**src/cam_ctrl_pkg.sv**
```systemverilog
package cam_ctrl_pkg;
    localparam int unsigned CLK_MHZ = 100;
    localparam int unsigned STRAP_TIME_CYC = 1024;
    localparam logic [10:0] STRAP_CYC = 11'(STRAP_TIME_CYC);
    localparam logic [10:0] STRAP_SAMPLE_AT = 11'h004;
    localparam logic [11:0] PRECHARGE_PIX = 12'(292 * 4);
    localparam logic [8:0] LINE_PIX = 9'h1d8;
    localparam logic [9:0] FRAME_LINES = 10'h271;
    localparam logic [8:0] LSYNC_PIX = 9'h010;
    localparam logic [8:0] FSYNC_PIX = 9'h040;
    localparam logic [3:0] DUMMY_LINES = 4'h8;
    localparam int unsigned CTRL_SLAVE_BIT = 6;
    localparam logic [7:0] CTRL_RESET = 8'h00;
    localparam logic [5:0] DIV_RESET = 6'h00;
    localparam int unsigned NREG = 8;
    localparam logic [2:0] REG_CTRL_A = 3'h0;
    localparam logic [2:0] REG_CLKDIV = 3'h1;
    localparam logic [2:0] REG_CMD = 3'h2;
    localparam int unsigned CMD_SOFT_RESET = 7;
    localparam int unsigned CMD_SOFT_PD = 4;
    typedef enum logic [2:0] {
        ST_STRAP, ST_IDLE, ST_SYNC_WAIT, ST_PRECHARGE, ST_EXPOSE,
        ST_DUMMY, ST_STREAM
    } seq_state_t;
endpackage

```
**src/cam_regs_if.sv**
```systemverilog
`timescale 1ns/1ns
`default_nettype none
interface cam_regs_if;
    logic we;
    logic [2:0] addr;
    logic [7:0] wdata;
    logic [7:0] rdata;
    logic load;
    logic [7:0] strap;
    logic [7:0] ctrl_a;
    logic [7:0] clkdiv;
    logic [7:0] cmd;
    modport regs (input we, addr, wdata, load, strap,
        output rdata, ctrl_a, clkdiv, cmd);
    modport user (output we, addr, wdata, load, strap,
        input rdata, ctrl_a, clkdiv, cmd);
endinterface
`default_nettype wire

```
**src/cam_regfile.sv**
```systemverilog
`timescale 1ns/1ns
`default_nettype none
module cam_regfile
(
    input wire logic i_mclk,
    input wire logic i_rstn,
    input wire logic i_srst,
    cam_regs_if.regs rif
);
    typedef struct packed {
        logic [cam_ctrl_pkg::NREG-1:0][7:0] mem;
        logic [7:0] rdata;
    } rf_state_t;
    rf_state_t st;
    rf_state_t next_st;
    always_comb
    begin
        next_st = st;
        next_st.rdata = st.mem[rif.addr];
        if (i_srst)
        begin
            next_st.mem = '0;
        end
        else if (rif.load)
        begin
            next_st.mem[cam_ctrl_pkg::REG_CTRL_A] = rif.strap;
        end
        else if (rif.we)
        begin
            next_st.mem[rif.addr] = rif.wdata;
        end
    end
    always_ff @(posedge i_mclk or negedge i_rstn)
    begin
        if (!i_rstn)
        begin
            st <= '0;
        end
        else
        begin
            st <= next_st;
        end
    end
    assign rif.rdata = st.rdata;
    assign rif.ctrl_a = st.mem[cam_ctrl_pkg::REG_CTRL_A];
    assign rif.clkdiv = st.mem[cam_ctrl_pkg::REG_CLKDIV];
    assign rif.cmd = st.mem[cam_ctrl_pkg::REG_CMD];
endmodule
`default_nettype wire

```
**src/camera_reset_power_exposure_ctrl.sv**
```systemverilog
`timescale 1ns/1ns
`default_nettype none
module camera_reset_power_exposure_ctrl
(
    input wire logic i_mclk,
    input wire logic i_rstn,
    input wire logic i_reset_pin,
    input wire logic i_standby_request_pin,
    input wire logic i_frame_exposure_request,
    input wire logic i_line_sync_pin,
    input wire logic i_frame_sync_pin,
    input wire logic [7:0] i_strap,
    input wire logic i_reg_we,
    input wire logic [2:0] i_reg_addr,
    input wire logic [7:0] i_reg_wdata,
    output logic [7:0] o_reg_rdata,
    output logic o_line_sync_out,
    output logic o_line_sync_oe,
    output logic o_frame_sync_out,
    output logic o_frame_sync_oe,
    output logic o_pix_en,
    output logic o_line_valid,
    output logic o_data_valid,
    output logic o_busy,
    output logic o_stable,
    output logic o_standby,
    output logic o_powered_down
);
    typedef struct packed {
        logic [1:0] rst_s;
        logic [1:0] sby_s;
        logic [1:0] frame_exposure_request_s;
        logic [1:0] ls_s;
        logic [1:0] fs_s;
        logic ls_d;
        logic fs_d;
        logic frame_exposure_request_d;
        logic [7:0] strap;
        cam_ctrl_pkg::seq_state_t seq;
        logic [10:0] strap_cnt;
        logic [5:0] div_cnt;
        logic [8:0] pix_cnt;
        logic [9:0] line_cnt;
        logic [11:0] pre_cnt;
        logic [3:0] dummy_cnt;
        logic [1:0] fsync_seen;
        logic ls_out;
        logic fs_out;
        logic lv;
        logic dv;
    } top_state_t;
    top_state_t st;
    top_state_t next_st;
    cam_regs_if rif();
    logic hold_rst;
    logic srst;
    logic slave;
    logic pd;
    logic pix_en;
    logic ls_rise;
    logic fs_rise;
    logic frame_exposure_request_rise;
    logic frame_exposure_request_fall;
    logic line_end;
    assign slave = rif.ctrl_a[cam_ctrl_pkg::CTRL_SLAVE_BIT];
    assign pd = rif.cmd[cam_ctrl_pkg::CMD_SOFT_PD];
    // pin reset, standby or serial reset command clear registers and counters
    assign hold_rst = st.rst_s[1] | st.sby_s[1];
    assign srst = hold_rst | rif.cmd[cam_ctrl_pkg::CMD_SOFT_RESET];
    assign pix_en = (st.div_cnt == rif.clkdiv[5:0]) && !hold_rst;
    assign ls_rise = st.ls_s[1] && !st.ls_d;
    assign fs_rise = st.fs_s[1] && !st.fs_d;
    assign frame_exposure_request_rise = st.frame_exposure_request_s[1] && !st.frame_exposure_request_d;
    assign frame_exposure_request_fall = !st.frame_exposure_request_s[1] && st.frame_exposure_request_d;
    assign line_end = slave ? ls_rise : (pix_en &&
        st.pix_cnt == cam_ctrl_pkg::LINE_PIX - 9'h001);
    assign rif.we = i_reg_we && st.seq != cam_ctrl_pkg::ST_STRAP;
    assign rif.addr = i_reg_addr;
    assign rif.wdata = i_reg_wdata;
    assign rif.strap = st.strap;
    assign rif.load = st.seq == cam_ctrl_pkg::ST_STRAP &&
        st.strap_cnt == cam_ctrl_pkg::STRAP_CYC - 11'h001;
    cam_regfile u_regs
    (
        .i_mclk(i_mclk),
        .i_rstn(i_rstn),
        .i_srst(srst),
        .rif(rif)
    );
    always_comb
    begin
        next_st = st;
        next_st.rst_s = {st.rst_s[0], i_reset_pin};
        next_st.sby_s = {st.sby_s[0], i_standby_request_pin};
        next_st.frame_exposure_request_s = {st.frame_exposure_request_s[0], i_frame_exposure_request};
        next_st.ls_s = {st.ls_s[0], i_line_sync_pin};
        next_st.fs_s = {st.fs_s[0], i_frame_sync_pin};
        next_st.ls_d = st.ls_s[1];
        next_st.fs_d = st.fs_s[1];
        next_st.frame_exposure_request_d = st.frame_exposure_request_s[1];
        if (pix_en)
        begin
            next_st.div_cnt = 6'h00;
        end
        else
        begin
            next_st.div_cnt = st.div_cnt + 6'h01;
        end
        if (st.seq == cam_ctrl_pkg::ST_STRAP)
        begin
            next_st.strap_cnt = st.strap_cnt + 11'h001;
            if (st.strap_cnt == cam_ctrl_pkg::STRAP_SAMPLE_AT)
            begin
                next_st.strap = i_strap;
            end
            if (rif.load)
            begin
                next_st.seq = cam_ctrl_pkg::ST_IDLE;
            end
        end
        else if (!pd)
        begin
            // master timing: free-running pixel and line counters
            if (!slave && pix_en)
            begin
                if (line_end)
                begin
                    next_st.pix_cnt = 9'h000;
                end
                else
                begin
                    next_st.pix_cnt = st.pix_cnt + 9'h001;
                end
                next_st.ls_out = st.pix_cnt < cam_ctrl_pkg::LSYNC_PIX;
                next_st.fs_out = st.line_cnt == 10'h000 &&
                    st.pix_cnt < cam_ctrl_pkg::FSYNC_PIX;
            end
            if (line_end)
            begin
                if (st.line_cnt == cam_ctrl_pkg::FRAME_LINES - 10'h001)
                begin
                    next_st.line_cnt = 10'h000;
                end
                else
                begin
                    next_st.line_cnt = st.line_cnt + 10'h001;
                end
            end
            // slave mode counts frame sync rises until stable
            if (slave && fs_rise)
            begin
                next_st.line_cnt = 10'h000;
                if (st.fsync_seen != 2'h2)
                begin
                    next_st.fsync_seen = st.fsync_seen + 2'h1;
                end
            end
            next_st.lv = 1'b0;
            case (st.seq)
                cam_ctrl_pkg::ST_IDLE:
                begin
                    if (frame_exposure_request_rise || st.frame_exposure_request_s[1])
                    begin
                        next_st.seq = cam_ctrl_pkg::ST_SYNC_WAIT;
                    end
                end
                cam_ctrl_pkg::ST_SYNC_WAIT:
                begin
                    if (!st.frame_exposure_request_s[1])
                    begin
                        next_st.seq = cam_ctrl_pkg::ST_IDLE;
                    end
                    else if (line_end)
                    begin
                        next_st.seq = cam_ctrl_pkg::ST_PRECHARGE;
                        next_st.pre_cnt = 12'h000;
                    end
                end
                cam_ctrl_pkg::ST_PRECHARGE:
                begin
                    if (pix_en)
                    begin
                        next_st.pre_cnt = st.pre_cnt + 12'h001;
                        if (st.pre_cnt ==
                            cam_ctrl_pkg::PRECHARGE_PIX - 12'h001)
                        begin
                            next_st.seq = cam_ctrl_pkg::ST_EXPOSE;
                        end
                    end
                end
                cam_ctrl_pkg::ST_EXPOSE:
                begin
                    if (frame_exposure_request_fall || !st.frame_exposure_request_s[1])
                    begin
                        next_st.seq = cam_ctrl_pkg::ST_DUMMY;
                        next_st.dummy_cnt = 4'h0;
                    end
                end
                cam_ctrl_pkg::ST_DUMMY:
                begin
                    if (line_end)
                    begin
                        next_st.lv = 1'b1;
                        next_st.dummy_cnt = st.dummy_cnt + 4'h1;
                        if (st.dummy_cnt ==
                            cam_ctrl_pkg::DUMMY_LINES - 4'h1)
                        begin
                            next_st.seq = cam_ctrl_pkg::ST_STREAM;
                        end
                    end
                end
                cam_ctrl_pkg::ST_STREAM:
                begin
                    if (line_end)
                    begin
                        next_st.lv = 1'b1;
                        if (st.line_cnt ==
                            cam_ctrl_pkg::FRAME_LINES - 10'h001)
                        begin
                            next_st.seq = cam_ctrl_pkg::ST_IDLE;
                        end
                    end
                end
                default:
                begin
                    next_st.seq = cam_ctrl_pkg::ST_IDLE;
                end
            endcase
            // the line that ends the dummy run is still a dummy line
            next_st.dv = st.seq == cam_ctrl_pkg::ST_STREAM &&
                next_st.lv;
        end
        if (!slave)
        begin
            next_st.fsync_seen = 2'h0;
        end
        if (srst && st.seq != cam_ctrl_pkg::ST_STRAP)
        begin
            // counters and sequence return to rest, syncs keep sampling
            next_st.pix_cnt = '0;
            next_st.line_cnt = '0;
            next_st.pre_cnt = '0;
            next_st.dummy_cnt = '0;
            next_st.div_cnt = '0;
            next_st.fsync_seen = '0;
            next_st.ls_out = 1'b0;
            next_st.fs_out = 1'b0;
            next_st.lv = 1'b0;
            next_st.dv = 1'b0;
            next_st.seq = cam_ctrl_pkg::ST_IDLE;
        end
        // a held reset pin keeps the strap phase at its start
        if (st.rst_s[1])
        begin
            next_st.seq = cam_ctrl_pkg::ST_STRAP;
            next_st.strap_cnt = '0;
        end
        if (st.sby_s[1] && st.seq == cam_ctrl_pkg::ST_STRAP)
        begin
            next_st.strap_cnt = '0;
        end
    end
    always_ff @(posedge i_mclk or negedge i_rstn)
    begin
        if (!i_rstn)
        begin
            st <= '0;
        end
        else
        begin
            st <= next_st;
        end
    end
    assign o_reg_rdata = rif.rdata;
    assign o_line_sync_out = st.ls_out;
    assign o_line_sync_oe = !slave;
    assign o_frame_sync_out = st.fs_out;
    assign o_frame_sync_oe = !slave;
    assign o_pix_en = pix_en && !pd;
    assign o_line_valid = st.lv;
    assign o_data_valid = st.dv;
    assign o_busy = st.seq != cam_ctrl_pkg::ST_IDLE;
    assign o_stable = !slave || st.fsync_seen == 2'h2;
    assign o_standby = st.sby_s[1];
    assign o_powered_down = pd;
endmodule
`default_nettype wire
```
**config.mk**
```make
export PLATFORM = sky130hd
export DESIGN_NAME = camera_reset_power_exposure_ctrl
export DESIGN_NICKNAME = d
export VERILOG_FILES = /design/src/cam_ctrl_pkg.sv /design/src/cam_regs_if.sv /design/src/cam_regfile.sv /design/src/camera_reset_power_exposure_ctrl.sv
export SDC_FILE = /design/constraint.sdc
export NUM_CORES = 1
export LEC_CHECK = 0
export BUFFER_PORTS_ARGS = -buffer_cell sky130_fd_sc_hd__buf_2
export CAP_MARGIN = 20
export CORE_MARGIN = 2
export CORE_UTILIZATION = 50
export DETAILED_ROUTE_END_ITERATION = 6
export PLACE_DENSITY = 0.68
export SLEW_MARGIN = 25
export SYNTH_ARGS = -nofsm -noshare
export SYNTH_HDL_FRONTEND = slang
export SYNTH_SLANG_ARGS = --single-unit
```
**constraint.sdc**
```tcl
create_clock -name i_mclk -period 3.3 [get_ports i_mclk]
set_clock_uncertainty 0.05 [all_clocks]
set_input_delay 0.165 -clock i_mclk [delete_from_list [all_inputs] [get_ports i_mclk]]
set_output_delay 0.165 -clock i_mclk [all_outputs]
set_load 0.005 [all_outputs]
```
After elaboration in Yosys (flattened, before gate mapping). Index checks and enable logic that the tools add are counted.

Register bits: 154. Word-level logic and storage cells: 180.

$add $sub $neg: 7. $lt $le $gt $ge: 4. Eq/ne operators: 39. Multiplexer cells: 52. Bitwise gates (word level): 2. Reductions and logical operators: 46.

Operators with widths (count): $mux W64 (2); $mux W41 (2); $bwmux W64 (1); $mux W56 (1); $mux W47 (1); $mux W3 (14); $mux W12 (3); $mux W10 (3); $ne A5 B5 Y1 const B (6); $ne A3 B3 Y1 const B (9); $bmux W8 S3 (1); $demux W8 S3 (1); $mux W8 (3); $pmux W12 S2 (1); $mux W11 (2); $mux W9 (2); $pmux W3 S6 (1); $reduce_bool A3 Y1 (6); $logic_and A1 B1 Y1 (16); $mux W14 (1); $add A12 B1 Y12 const B (1); $eq A12 B11 Y1 const B (1); $add A11 B1 Y11 const B (1); $eq A11 B10 Y1 const B (1); other kinds (43) (70).

Depth between registers and ports, before layout.
Depth in word-level cells: 14. Mapped depth: 9.

By module. From an unflattened synthesis, not the netlist that was laid out.

Cell total of the unflattened synthesis: 864. Area, all modules: 8226.6 sq um.

By module, submodules not included: camera_reset_power_exposure_ctrl (instances 1, cells an instance 449, area an instance 4277.9 sq um, seq. area each 2026.9 sq um); cam_regfile (instances 1, cells an instance 415, area an instance 3948.8 sq um, seq. area each 1801.7 sq um).

Worst setup path before layout. Ideal clock, no wire load.

Path type: reg2reg. Start point: register st[32] (netlist name). End point: register st[31] (netlist name). Arrival: 2.349 ns. Path slack: 0.806 ns. Stages on the path, launching flop included: 9. Cells stage by stage: dfrtp_1 -> ha_1 -> nand4_1 -> or4_4 -> nor4_4 -> nor3_1 -> or4_1 -> buf_2 -> o31ai_1.

Longest elaborated chain between the ends: 5.

RTL lines: start: declaration (RTL line camera_reset_power_exposure_ctrl.sv:52) `top_state_t st;`; start signal: assignment (RTL line camera_reset_power_exposure_ctrl.sv:271) `st <= next_st;`; $eq A9 B9 Y1 (RTL line camera_reset_power_exposure_ctrl.sv:76) `st.pix_cnt == cam_ctrl_pkg::LINE_PIX - 9'h001);`; $logic_and A1 B1 Y1 (RTL line camera_reset_power_exposure_ctrl.sv:75) `assign line_end = slave ? ls_rise : (pix_en &&`; $mux W1 (RTL line camera_reset_power_exposure_ctrl.sv:75); $reduce_bool A3 Y1 (no source line); $reduce_and A3 Y1 (no source line).

Every way passes these cells. A chain may end at the register's enable or synchronous reset.

Worst setup path after layout.
Start point: register st[58] (netlist name). End point: register st[27] (netlist name).

Longest elaborated chain between the ends: 4.

RTL lines: $reduce_bool A3 Y1 (RTL line camera_reset_power_exposure_ctrl.sv:237) `if (srst && st.seq != cam_ctrl_pkg::ST_STRAP)`; $logic_and A1 B1 Y1 (RTL line camera_reset_power_exposure_ctrl.sv:237); $ne A2 B2 Y1 (no source line), or another cell as far along; $reduce_and A3 Y1 (no source line).

Parallel ways exist; a longest one is shown, timed or not.

==> results.tsv <==
stage	metric	value	unit
clocking	later-pin clock latency in the skew report	0.43	ns
synthesis	Post-synth EDFFs	0	
synthesis	syn nets	836	
setup_path	Worst EP arrival	3.12	ns
timing	measured slew at the worst slew-check pin	0.725	ns
finish	most frequent cells in the layout	dfrtp_1, nor2_1, mux2i_1	
power_and_ir_drop	P_sw	1.10	mW
placed_design	HPWL Detailed	13000	um
drt	WL per Instance	18.4	um
synthesis	Seq/Total Area, Yosys	48.8	%
timing	final hold vios	0	
setup_path	Crit Path Class	flip-flop to flip-flop	
power_and_ir_drop	power density cells	480	nW/um^2
clocking	setup bufs post-CTS	0	
timing	Max-slew headroom	51.5	%
floorplan	Die Ht	129	um
power_and_ir_drop	Net Sw Frac	25.5	%
clocking	CTS buffer count	17	
placed_design	gpl congestion	0.873	
synthesis	largest family of logic cells by synthesized area	simple AND/OR/NAND/NOR gates	
synthesis	Syn. warnings	0	
synthesis	post-synthesis xor/xnor area fraction	2.01	%
clocking	CTS tree	yes	
synthesis	ys flop type	dfrtp_1	
global_routing	total track usage	24.7	%
floorplan	Initial Util	51.4	%
placed_design	placed cells	1020	
placed_design	PortBufs	45	
global_routing	global-route wire length before repair	32000	um
synthesis	Synth area leader	dfrtp_1	
global_routing	GRT Residual Overflow	0	
power_and_ir_drop	Comb pwr share	7.7	%
synthesis	FFs w/ async S/R, synth	100	%
clocking	CTS Root Cell	clkbuf_16	
global_routing	met1 usage	31.7	%
synthesis	mux contribution to synthesized area	11.3	%
finish	Fillers	1284	
power_and_ir_drop	Static Leak	3.86	nW
power_and_ir_drop	Seq pwr share	46.2	%
clocking	Sink Count	153	
drt	drt pass-1 iters	6	
power_and_ir_drop	P_int	3.22	mW
global_routing	largest net degree at the start of global routing	68	
global_routing	grt met2 use	41.1	%
floorplan	Die ar.	16700	um^2
timing	crit path time final	2.83	ns
finish	diode count	0	
floorplan	core box area	15300	um^2
run_status	run status	complete, no violations	
clocking	H-tree Lvls	4	
finish	commonest non-fill, non-tap cell in the layout	dfrtp_1	
setup_path	CP Capture Type	flip-flop	
clocking	CTS-repair resized insts	0	
synthesis	Mapped Cells	800	
global_routing	initial antenna violation count	0	
global_routing	busiest grt layer	met2	
drt	DR vias/cell	5.95	
finish	Syn-to-layout area delta	14.8	%
clocking	Reg clk slew, reported paths	0.07	ns
floorplan	I/O Pins	46	
flow_run	Max Cap Violations	0	
setup_path	worst-path fanout max	21	
synthesis	synthesized cell area	7840	um^2
global_routing	vias in the first global route	6275	
synthesis	post-synthesis compound-gate area fraction	12.9	%
synthesis	library cells used by synthesis	60	
synthesis	top-area cell type share of the netlist area	48.8	%
clocking	clk buf depth	2	
drt	post-route ant nets	0	
synthesis	syn avg cell area	9.80	um^2
finish	layout cells sized above 1	15.7	%
floorplan	chip width	129	um
power_and_ir_drop	worst vdd ir	0.000435	V
drt	Detailed Route Iter0 Violations	589	
timing	WHS	0.0727	ns
finish	post-layout net count	879	
drt	Routed WL	19700	um
synthesis	Simple-Gate Fraction of Synth Area	19.7	%
min_path	Worst Hold Class	input port to flip-flop	
finish	Layout Cells excl Fill	1067	
synthesis	Synth Register Bits	153	
setup_path	crit path launch type	flip-flop	
timing	Max Freq	353	MHz
global_routing	met3 usage	4.54	%
floorplan	Rows	45	
synthesis	Adder-Cell Fraction of Synth Area	1.44	%
timing	Final Max Slew Viols	0	
setup_path	Worst EP required	3.58	ns
drt	# DRC	0	
timing	setup repair after global routing missed its margin	no	
timing	Fin Setup TNS	0	ns
synthesis	synth top area cells	dfrtp_1, mux2i_1, nor2_1, o31ai_1, a21oi_1	
power_and_ir_drop	Clk network pwr share	46.1	%
timing	Final Setup Violations	0	
timing	Tcrit/Tclk final	85.9	%
drt	DR vias	6349	
logic make-up after synthesis:
logic type	Yosys count
AND/OR/NAND/NOR	314
adder cells (fa/ha/maj)	9
XOR/XNOR	18
multiplexers	79
AO/OA/AOI/OAI	158
buffers and inverters	69
flip-flops	153
metal layers:
layer | vias up | wire, um | part of all wire [%]
met3 | 37 | 904 | 4.6
met4 | 0 | 514 | 2.6
met1 | 3143 | 8530 | 43
met2 | 218 | 9710 | 49
met5 | - | 0 | 0
li1 | 2951 | - | -
through the flow:
step	area [um^2]	utilization (%)	setup WS, ns	power [mW]
after floorplan	7840	-	0.806	2.23
after global placement	8250	54.1	0.629	2.34
after detailed placement	8250	54.1	0.522	2.35
after CTS	9000	59.0	0.528	4.35
after global routing	9000	59.0	0.323	4.46
final	9000	59.0	0.465	4.33
worst paths after layout:
path	depth (start not counted)	slack, ns	start	endpoint
min in group asynchronous	2	0.25	i_rstn	st[25]
min	3	0.07	i_reg_wdata[2]	u_regs.rif.cmd[2]
max reg2reg	6	0.47	st[58]	st[27]
max	6	0.47	st[58]	st[27]
max in group asynchronous	3	2.09	i_rstn	u_regs.st[36]
min reg2reg	0	0.30	next_st[79]	o_standby
power by group through the flow:
stage	clock network (mW)	registers [mW]	logic [mW]
finish	1.99	2.00	0.332
CTS	2.02	2.00	0.335
detailed placement	0	2.03	0.320
global route	2.09	2.01	0.369
floorplan	0	2.01	0.213
global placement	0	2.03	0.308
layout make-up:
type | instances | area, um^2 | share of cell area (%)
Tap cell | 211 | 264 | 2.93
Clock buffer | 19 | 443 | 4.92
Multi-Input combinational cell | 578 | 3730 | 41.4
Clock inverter | 13 | 155 | 1.72
Inverter | 12 | 45.0 | 0.500
Timing Repair Buffer | 81 | 539 | 5.99
Sequential cell | 153 | 3830 | 42.5
cell usage after synthesis (all sizes together), types with 13 or more instances:
cell	instances
and3	13
mux2i	58
nand3	28
nand2b	14
nand2	54
nor3	14
o31ai	29
xnor2	13
dfrtp	153
nor2	128
o21ai	39
mux2	15
clkbuf	46
a21oi	43
critical path, stage by stage (launching register included):
cell and delay [ns]:
dfrtp_1 0.61, nor3_2 0.38, nor2_1 0.07, buf_4 0.18, a311o_1 0.48, or4_1 0.64
o31ai_1 0.31
registers in the layout (all words and copies together) (netlist names), 8 cells and up:
signal,flops
next_st,8
u_regs.rif.rdata,8
u_regs.rif.clkdiv,8
u_regs.rif.ctrl_a,8
st,60
u_regs.st,40
rif.strap,8
u_regs.rif.cmd,8
timing repair:
| item | 4_1_cts | 5_1_grt |
|---|---|---|
| endpoints found under the hold margin | 78 | 0 |
| hold buffers | 15 | 0 |
| endpoints found under the setup margin | 0 | 0 |
Power figures use the tool's default switching activity.
